--- src/hdl/dbsm_map.svh ---
// Register commands, field positions, reset values and pin counts of the
// diagnostic blanking and short-detection mux block.
// Assumes it is included by bare name from the package and the design modules.
`ifndef DBSM_MAP_SVH
`define DBSM_MAP_SVH

// ----------------------------------------------------------------------------
// Register commands
// ----------------------------------------------------------------------------
`define DBSM_CMD_RD_BLANK    8'h2b
`define DBSM_CMD_WR_BLANK    8'h3b
`define DBSM_CMD_RD_MUX      8'h2c
`define DBSM_CMD_WR_MUX      8'h3c

// ----------------------------------------------------------------------------
// Fields and reset values
// ----------------------------------------------------------------------------
`define DBSM_BLANK_W         6
`define DBSM_SEL_W           4
`define DBSM_MUX_PLUS_LSB    4
`define DBSM_MUX_MINUS_LSB   0
`define DBSM_MUX_RST         8'hff
`define DBSM_BLANK_RST       6'h00
`define DBSM_SEL_SHIELD      4'hb
`define DBSM_SEL_LAST_SENSOR 4'h9
`define DBSM_NUM_SENSORS     10
`define DBSM_NUM_PATHS       11

`endif

--- src/hdl/dbsm_pkg.sv ---
// Types shared by the diagnostic blanking and short-detection mux design.
// Assumes the map header is on the include path.
`include "dbsm_map.svh"

package dbsm_pkg;

  // --------------------------------------------------------------------------
  // Register access carriers
  // --------------------------------------------------------------------------
  typedef struct packed {
    logic       valid;
    logic [7:0] cmd;
    logic [7:0] wdata;
  } dbsm_req_t;

  typedef struct packed {
    logic       valid;
    logic       err;
    logic [7:0] rdata;
  } dbsm_rsp_t;

  typedef struct packed {
    logic [`DBSM_SEL_W-1:0] plus;
    logic [`DBSM_SEL_W-1:0] minus;
  } dbsm_mux_t;

  typedef enum logic [2:0] {
    DBSM_ST_CLEAR   = 3'b001,
    DBSM_ST_COUNT   = 3'b010,
    DBSM_ST_FAULT   = 3'b100
  } dbsm_state_t;

endpackage

--- src/hdl/dbsm_sel_decode.sv ---
// One pin-select decoder of the short-detection mux: turns a 4-bit code into
// a one-hot or all-zero pin enable vector (sensor pins 0..9, then the shield sense pin).
// Assumes the select code is a registered value in the clk domain.
`timescale 1ns/1ps
`include "dbsm_map.svh"

module dbsm_sel_decode
  import dbsm_pkg::*;
(
  input  wire logic                         clk,
  input  wire logic                         srst,
  input  wire logic [`DBSM_SEL_W-1:0]       sel,
  output logic      [`DBSM_NUM_PATHS-1:0]   path_en_ff,
  output logic                              connected_ff
);

  // --------------------------------------------------------------------------
  // Decode
  // --------------------------------------------------------------------------
  function automatic logic [`DBSM_NUM_PATHS-1:0] decode_sel(
    input logic [`DBSM_SEL_W-1:0] code
  );
    logic [`DBSM_NUM_PATHS-1:0] v;
    v = '0;
    if (code <= `DBSM_SEL_LAST_SENSOR) begin
      v[code] = 1'b1;                                  // [RL9]
    end else if (code == `DBSM_SEL_SHIELD) begin
      v[`DBSM_NUM_PATHS-1] = 1'b1;                     // [RL9]
    end
    return v;
  endfunction

  logic [`DBSM_NUM_PATHS-1:0] nxt_path_en;

  always_comb begin
    nxt_path_en = decode_sel(sel);
  end

  // Codes 1010 and 1100..1111 leave the comparator input floating.
  always_ff @(posedge clk) begin
    if (srst) begin
      path_en_ff   <= '0;
      connected_ff <= 1'b0;
    end else begin
      path_en_ff   <= nxt_path_en;                     // [RL12]
      connected_ff <= |nxt_path_en;                    // [RL12]
    end
  end

endmodule

--- src/hdl/dbsm_blank_counter.sv ---
// Up/down blanking counter: counts up toward its all-ones maximum while
// a fault is seen on each evaluation strobe and back toward zero otherwise.
// Assumes eval and fault_raw are synchronous single-cycle/level inputs.
`timescale 1ns/1ps
`include "dbsm_map.svh"

module dbsm_blank_counter
  import dbsm_pkg::*;
#(
  parameter int WIDTH = `DBSM_BLANK_W
)
(
  input  wire logic             clk,
  input  wire logic             srst,
  input  wire logic             eval,
  input  wire logic             fault_raw,
  input  wire logic [WIDTH-1:0] terminal,
  output logic      [WIDTH-1:0] count_ff,
  output logic                  reached_ff
);

  // --------------------------------------------------------------------------
  // Counter
  // --------------------------------------------------------------------------
  localparam logic [WIDTH-1:0] MAX_CNT = {WIDTH{1'b1}};

  logic [WIDTH-1:0] nxt_count;

  always_comb begin
    nxt_count = count_ff;
    if (eval) begin
      if (fault_raw && count_ff != MAX_CNT) begin
        nxt_count = count_ff + 1'b1;                   // [RL11]
      end else if (!fault_raw && count_ff != '0) begin
        nxt_count = count_ff - 1'b1;                   // [RL11]
      end
    end
  end

  always_ff @(posedge clk) begin
    if (srst) begin
      count_ff <= '0;
    end else begin
      count_ff <= nxt_count;
    end
  end

  // A terminal value of zero reports in any cycle with fault_raw high, with or
  // without an evaluation strobe, so a zero setting means no blanking rather than a permanently raised fault.
  always_ff @(posedge clk) begin
    if (srst) begin
      reached_ff <= 1'b0;
    end else begin
      reached_ff <= fault_raw && (nxt_count >= terminal);   // [RL2]
    end
  end

endmodule

--- src/hdl/dbsm_top.sv ---
// Diagnostic blanking and pin-to-pin short-detection mux control block.
// Assumes the serial host port has already decoded a command byte and,
// for writes, a data byte, presented as one-cycle requests on clk.

`timescale 1ns/1ps
`include "dbsm_map.svh"

// Function
// RL1 - Write command 0x3B loads the 6-bit up/down blanking counter setting.
// RL2 - Diagnostic reaches status only once the counter hits the terminal value.
// RL3 - Blanking register reads with 0x2B and writes with 0x3B.
// RL4 - Write command 0x3C sets the short-detection mux selection.
// RL5 - Mux control reads with 0x2C and writes with 0x3C.
// RL6 - Mux control holds two independent 4-bit select fields.
// RL7 - Plus field drives non-inverting input, minus field drives inverting input.
// RL8 - After reset mux control is 0x00FF, every path disconnected.
// RL9 - Codes 0-9 pick sensor pins, 1011 shield sense, others nothing.
// RL10 - 0x2-range commands read contents, matching 0x3-range commands write.
// RL11 - Counter rises per evaluation on fault, falls otherwise, saturating both ends.
// RL12 - An unconnected select leaves the input floating and raises no short fault.
module dbsm_top
  import dbsm_pkg::*;
(
  input  wire logic                        clk,
  input  wire logic                        srst,
  input  wire dbsm_req_t                   req,
  output dbsm_rsp_t                        rsp_ff,
  input  wire logic                        diag_eval,
  input  wire logic                        short_cmp_out,
  output logic      [`DBSM_NUM_PATHS-1:0]  plus_path_en_ff,
  output logic      [`DBSM_NUM_PATHS-1:0]  minus_path_en_ff,
  output logic                             short_fault_ff,
  output logic      [`DBSM_BLANK_W-1:0]    blank_count_ff
);

  // --------------------------------------------------------------------------
  // Registers
  // --------------------------------------------------------------------------
  logic [`DBSM_BLANK_W-1:0] blank_setting_ff;
  dbsm_mux_t                mux_ff;

  function automatic logic is_cmd(input dbsm_req_t r, input logic [7:0] c);
    return r.valid && (r.cmd == c);
  endfunction

  always_ff @(posedge clk) begin
    if (srst) begin
      blank_setting_ff <= `DBSM_BLANK_RST;
    end else if (is_cmd(req, `DBSM_CMD_WR_BLANK)) begin
      blank_setting_ff <= req.wdata[`DBSM_BLANK_W-1:0];       // [RL1] [RL3]
    end
  end

  always_ff @(posedge clk) begin
    if (srst) begin
      mux_ff <= dbsm_mux_t'(`DBSM_MUX_RST);                     // [RL8]
    end else if (is_cmd(req, `DBSM_CMD_WR_MUX)) begin
      mux_ff.plus  <= req.wdata[`DBSM_MUX_PLUS_LSB +: `DBSM_SEL_W];   // [RL4] [RL6]
      mux_ff.minus <= req.wdata[`DBSM_MUX_MINUS_LSB +: `DBSM_SEL_W];  // [RL4] [RL6]
    end
  end

  // --------------------------------------------------------------------------
  // Read path
  // --------------------------------------------------------------------------
  // Answers come one cycle after the command. Commands outside this block
  // answer with err set so the host port can route them elsewhere.
  dbsm_rsp_t nxt_rsp;

  always_comb begin
    nxt_rsp = '0;
    if (req.valid) begin
      nxt_rsp.valid = 1'b1;
      case (req.cmd)
        `DBSM_CMD_RD_BLANK: begin
          nxt_rsp.rdata = {2'h0, blank_setting_ff};            // [RL3] [RL10]
        end
        `DBSM_CMD_RD_MUX: begin
          nxt_rsp.rdata = {mux_ff.plus, mux_ff.minus};         // [RL5] [RL10]
        end
        `DBSM_CMD_WR_BLANK, `DBSM_CMD_WR_MUX: begin
          nxt_rsp.rdata = 8'h00;                               // [RL10]
        end
        default: begin
          nxt_rsp.err = 1'b1;
        end
      endcase
    end
  end

  always_ff @(posedge clk) begin
    if (srst) begin
      rsp_ff <= '0;
    end else begin
      rsp_ff <= nxt_rsp;
    end
  end

  // --------------------------------------------------------------------------
  // Short-detection mux
  // --------------------------------------------------------------------------
  logic plus_conn;
  logic minus_conn;

  dbsm_sel_decode u_plus_dec (
    .clk          (clk),
    .srst         (srst),
    .sel          (mux_ff.plus),
    .path_en_ff   (plus_path_en_ff),                           // [RL7]
    .connected_ff (plus_conn)
  );

  dbsm_sel_decode u_minus_dec (
    .clk          (clk),
    .srst         (srst),
    .sel          (mux_ff.minus),
    .path_en_ff   (minus_path_en_ff),                          // [RL7]
    .connected_ff (minus_conn)
  );

  // --------------------------------------------------------------------------
  // Blanking and fault reporting
  // --------------------------------------------------------------------------
  // With either comparator input floating the comparator output is
  // meaningless, so it is forced to no-fault before blanking.
  logic fault_raw;
  logic reached;

  always_comb begin
    fault_raw = short_cmp_out && plus_conn && minus_conn;      // [RL12]
  end

  dbsm_blank_counter #(
    .WIDTH (`DBSM_BLANK_W)
  ) u_blank (
    .clk        (clk),
    .srst       (srst),
    .eval       (diag_eval),
    .fault_raw  (fault_raw),
    .terminal   (blank_setting_ff),
    .count_ff   (blank_count_ff),
    .reached_ff (reached)
  );

  dbsm_state_t st_ff;
  dbsm_state_t nxt_st;

  always_comb begin
    nxt_st = st_ff;
    case (st_ff)
      DBSM_ST_CLEAR: begin
        if (fault_raw) nxt_st = DBSM_ST_COUNT;
      end
      DBSM_ST_COUNT: begin
        if (reached) nxt_st = DBSM_ST_FAULT;                   // [RL2]
        else if (blank_count_ff == '0 && !fault_raw) nxt_st = DBSM_ST_CLEAR;
      end
      DBSM_ST_FAULT: begin
        if (blank_count_ff == '0 && !fault_raw) nxt_st = DBSM_ST_CLEAR;
      end
      default: begin
        nxt_st = DBSM_ST_CLEAR;
      end
    endcase
  end

  always_ff @(posedge clk) begin
    if (srst) begin
      st_ff <= DBSM_ST_CLEAR;
    end else begin
      st_ff <= nxt_st;
    end
  end

  always_ff @(posedge clk) begin
    if (srst) begin
      short_fault_ff <= 1'b0;
    end else begin
      short_fault_ff <= (nxt_st == DBSM_ST_FAULT);             // [RL2]
    end
  end

endmodule

--- config.mk ---
export PLATFORM = sky130hd
export DESIGN_NAME = dbsm_top
export DESIGN_NICKNAME = d
export VERILOG_FILES = /design/src/hdl/dbsm_pkg.sv /design/src/hdl/dbsm_sel_decode.sv /design/src/hdl/dbsm_blank_counter.sv /design/src/hdl/dbsm_top.sv
export VERILOG_INCLUDE_DIRS = /design/src /design/src/hdl
export SDC_FILE = /design/constraint.sdc
export NUM_CORES = 1
export LEC_CHECK = 0
export BUFFER_PORTS_ARGS = -buffer_cell sky130_fd_sc_hd__buf_2
export CORE_ASPECT_RATIO = 1.1
export CORE_MARGIN = 4
export CORE_UTILIZATION = 35
export CTS_BUF_LIST = sky130_fd_sc_hd__clkbuf_4
export DETAILED_ROUTE_END_ITERATION = 16
export SKIP_CTS_REPAIR_TIMING = 1
export SLEW_MARGIN = 20
export SYNTH_ARGS = -nofsm -noshare
export SYNTH_HDL_FRONTEND = slang
export SYNTH_HIERARCHICAL = 1
export SYNTH_SLANG_ARGS = --single-unit
--- constraint.sdc ---
create_clock -name clk -period 2.95 [get_ports clk]
set_input_delay 0.4425 -clock clk [delete_from_list [all_inputs] [get_ports clk]]
set_output_delay 0.4425 -clock clk [all_outputs]
set_load 0.005 [all_outputs]
==> impl_metrics.toml <==
[place]
post_dp_cell_area_um2 = 2940
hpwlAfterDp_mm = 3.98
gp_congestion = 0.874
io_buffers = 59
dp.cells = 402

[floorplan]
dieArea_um2 = 8810
rows = 32
io_pins = 60
core_area_um2 = 7090
start_util = 0.364
dieWidth_um = 89.8
dieHeight_um = 98.0

[sta]
slew_headroom = 0.518
tightestPinTransition_ps = 723
fin_crit_ps = 2640
rsz0062_at_grt = "false"
setup_tns_ps = 0
max_freq_mhz = 379
setup_violations = 0
hold_violations = 0
post-route-period-util = 0.894
slew_viol_final = 0
finClkSkew_ps = 11.2

[worst_setup_path]
cp-start-kind = "register"
critPathTopFamily = "compound AO/OA/AOI/OAI gates"
cp_num_buf_inv = 1
critical_path_class = "reg -> reg"
critical_path.cell_chain = "inv_1, ha_1, nor4b_4, a21oi_1, o21ai_1, xnor2_1, ha_1, nand2b_1, a21o_1, a21o_1, a21oi_1, o32ai_1"
worst_ep_arrival_time_ps = 2890
max_stage_delay_ps = 370
slowest_stage = "dfxtp_1"
end_kind = "register"
cp.required_ps = 3200
crit_fanout = 6

[final_layout]
layout-drive-gt1-share = 0.261
area_growth_syn_to_layout_pct = 19.7
finalInstanceArea_um2 = 3090
fin_nets = 358
fin_cells = 418
diodes = 0
fin_util = 0.436
layout_common_cells = "dfxtp_1 (59), buf_2 (59), nor2_1 (43)"

[yosys]
muxShareOfSynthArea = 0.0543
ys_ff_latch = 59
synth_top_family_by_area = "simple AND/OR/NAND/NOR gates"
yosysTopAreaCellShare = 0.458
seq_area_frac_synth = 0.458
synth_compound_area_frac = 0.108
yosys_warnings = 6
synthesis.nets = 297
yosys.area_share.simple = 0.282
synth-edff-count = 0
ys.flop_type = "dfxtp_1"
ys_types = 54
synth_xor_area_frac = 0.0170
syn_area_um2 = 2580
synthAdderAreaFrac = 0.0437
synth_area_leaders = "dfxtp_1 (46%), nor2_1 (6.3%), mux2i_1 (5.4%)"
async_flop_share = 0
synth_top_area_cell = "dfxtp_1"
syn_avg_cell_area_um2 = 9.66
syn_inst = 267

[clock_network]
htreeDepth = 3
clockRootBuffer = "clkbuf_4"
clock-sinks = 59
cts_max_path_buffers = 2
clk_pin_slew_worst_paths_ps = 100
cts_tree = "done"
clk_latency_ps = 390
numCtsBuffers = 9

[hold_path]
hp-class = "in -> reg"

[drt]
totalWireLength_mm = 5.48
post-route-drc-count = 0
firstDrtPassIters = 4
via_count = 2073
vias_per_cell = 4.96
drtIter0Drc = 121
wl_per_cell_um = 13.1
route.antenna.remaining_nets = 0

[grt]
grt_first_pass_wirelength_mm = 9.67
first_global_vias = 2046
grt_max_degree = 50
grt.total_usage = 0.135
antenna_found_initial = 0
overflow = 0

[outcome]
outcome = "finished, final reports clean"

[flow_run]
maxCapViolCount = 0

[power]
ir_worst_vdd_v = 0.000227
power.leakage_nw = 1.29
power_density_nw_per_um2 = 692
## per-stage QoR
stage / worst slack, ps / power [mW] / hold slack [ps]
final: 313 / 2.14 / 318
after global routing: 72.3 / 2.29 / 292
after CTS: 305 / 2.16 / 286
after detailed placement: 369 / 1.53 / 485
after global placement: 414 / 1.53 / 480
after floorplan: 626 / 1.38 / 461
## worst reg2reg max path, cell delays in order, from the launching register on
cell and delay (ps):
dfxtp_1 370, inv_1 140, ha_1 170, nor4b_4 350
a21oi_1 130, o21ai_1 160, xnor2_1 170, ha_1 260
nand2b_1 140, a21o_1 170, a21o_1 180, a21oi_1 160
o32ai_1 110
## worst paths after layout
kind / end / cells after the start / slack [ps] / from
setup / recovery: u_blank/reached_ff$_SDFF_PP0_ / 12 / 310 / u_blank/count_ff[0]$_SDFF_PP0_
hold / removal: rsp_ff[9]$_SDFF_PP0_ / 3 / 320 / req[16]
setup reg to reg: u_blank/reached_ff$_SDFF_PP0_ / 12 / 310 / u_blank/count_ff[0]$_SDFF_PP0_
hold reg to reg: blank_setting_ff[4]$_SDFFE_PP0P_ / 2 / 500 / blank_setting_ff[4]$_SDFFE_PP0P_
## where the power goes
| part | switching, mW | internal (mW) | total (mW) |
|---|---|---|---|
| clock network | 0.286 | 0.333 | 0.619 |
| registers | 0.0808 | 0.833 | 0.914 |
| logic | 0.309 | 0.295 | 0.603 |
| total | 0.676 | 1.46 | 2.14 |
## flip-flops by register name, summed over array words and instances, names as in the netlist
| signal | flops |
|---|---|
| blank_setting_ff | 6 |
| short_fault_ff | 1 |
| u_plus_dec/path_en_ff | 11 |
| u_blank/reached_ff | 1 |
| u_minus_dec/path_en_ff | 11 |
| u_minus_dec/connected_ff | 1 |
| st_ff | 3 |
| mux_ff | 8 |
| u_plus_dec/connected_ff | 1 |
| u_blank/count_ff | 6 |
| rsp_ff | 10 |
## cells by family after synthesis
family                     count (synthesis)
and+or+nand+nor                          121
DFF                                       59
AOI/OAI and AO/OA                         37
buffers and inverters                     22
muxes                                     14
adders and majority gates                  9
xor gates and xnor gates                   5
## routing by layer
metal | up-vias | GRT usage | routed length [um]
met5 | - | 0 | 0
met4 | 0 | 0.0719 | 142
met3 | 12 | 0.0416 | 326
met2 | 58 | 0.209 | 2520
met1 | 945 | 0.169 | 2490
li1 | 1058 | - | -
## layout make-up
| class | count | area, um^2 |
|---|---|---|
| sequential | 59 | 1180 |
| tap | 85 | 106 |
| inverter | 12 | 45.0 |
| timing repair buffer | 60 | 303 |
| fill | 696 | 4000 |
| clock buffer | 9 | 67.6 |
| clock inverter | 7 | 82.6 |
| multi-input combinational | 186 | 1300 |
## Yosys cell counts, types with 2 or more instances
cell type   n
a21o_1      2
a21oi_1     8
a22oi_1     7
and3_1      3
buf_2       4
clkbuf_1    5
dfxtp_1    59
ha_1        9
inv_1      12
mux2i_1    14
nand2_1     9
nand2b_1   19
nand3_1     4
nand3b_1    2
nand4b_1    2
nor2_1     43
nor2b_1     5
nor3_1      6
nor3_2      4
nor3b_1     2
nor4_1      2
o21a_1      4
o21ai_0     3
or3_1       2
or3_4       2
or3b_1      3
or3b_4      2
xnor2_1     3
xor2_1      2
(Power assumes the default switching activity.)
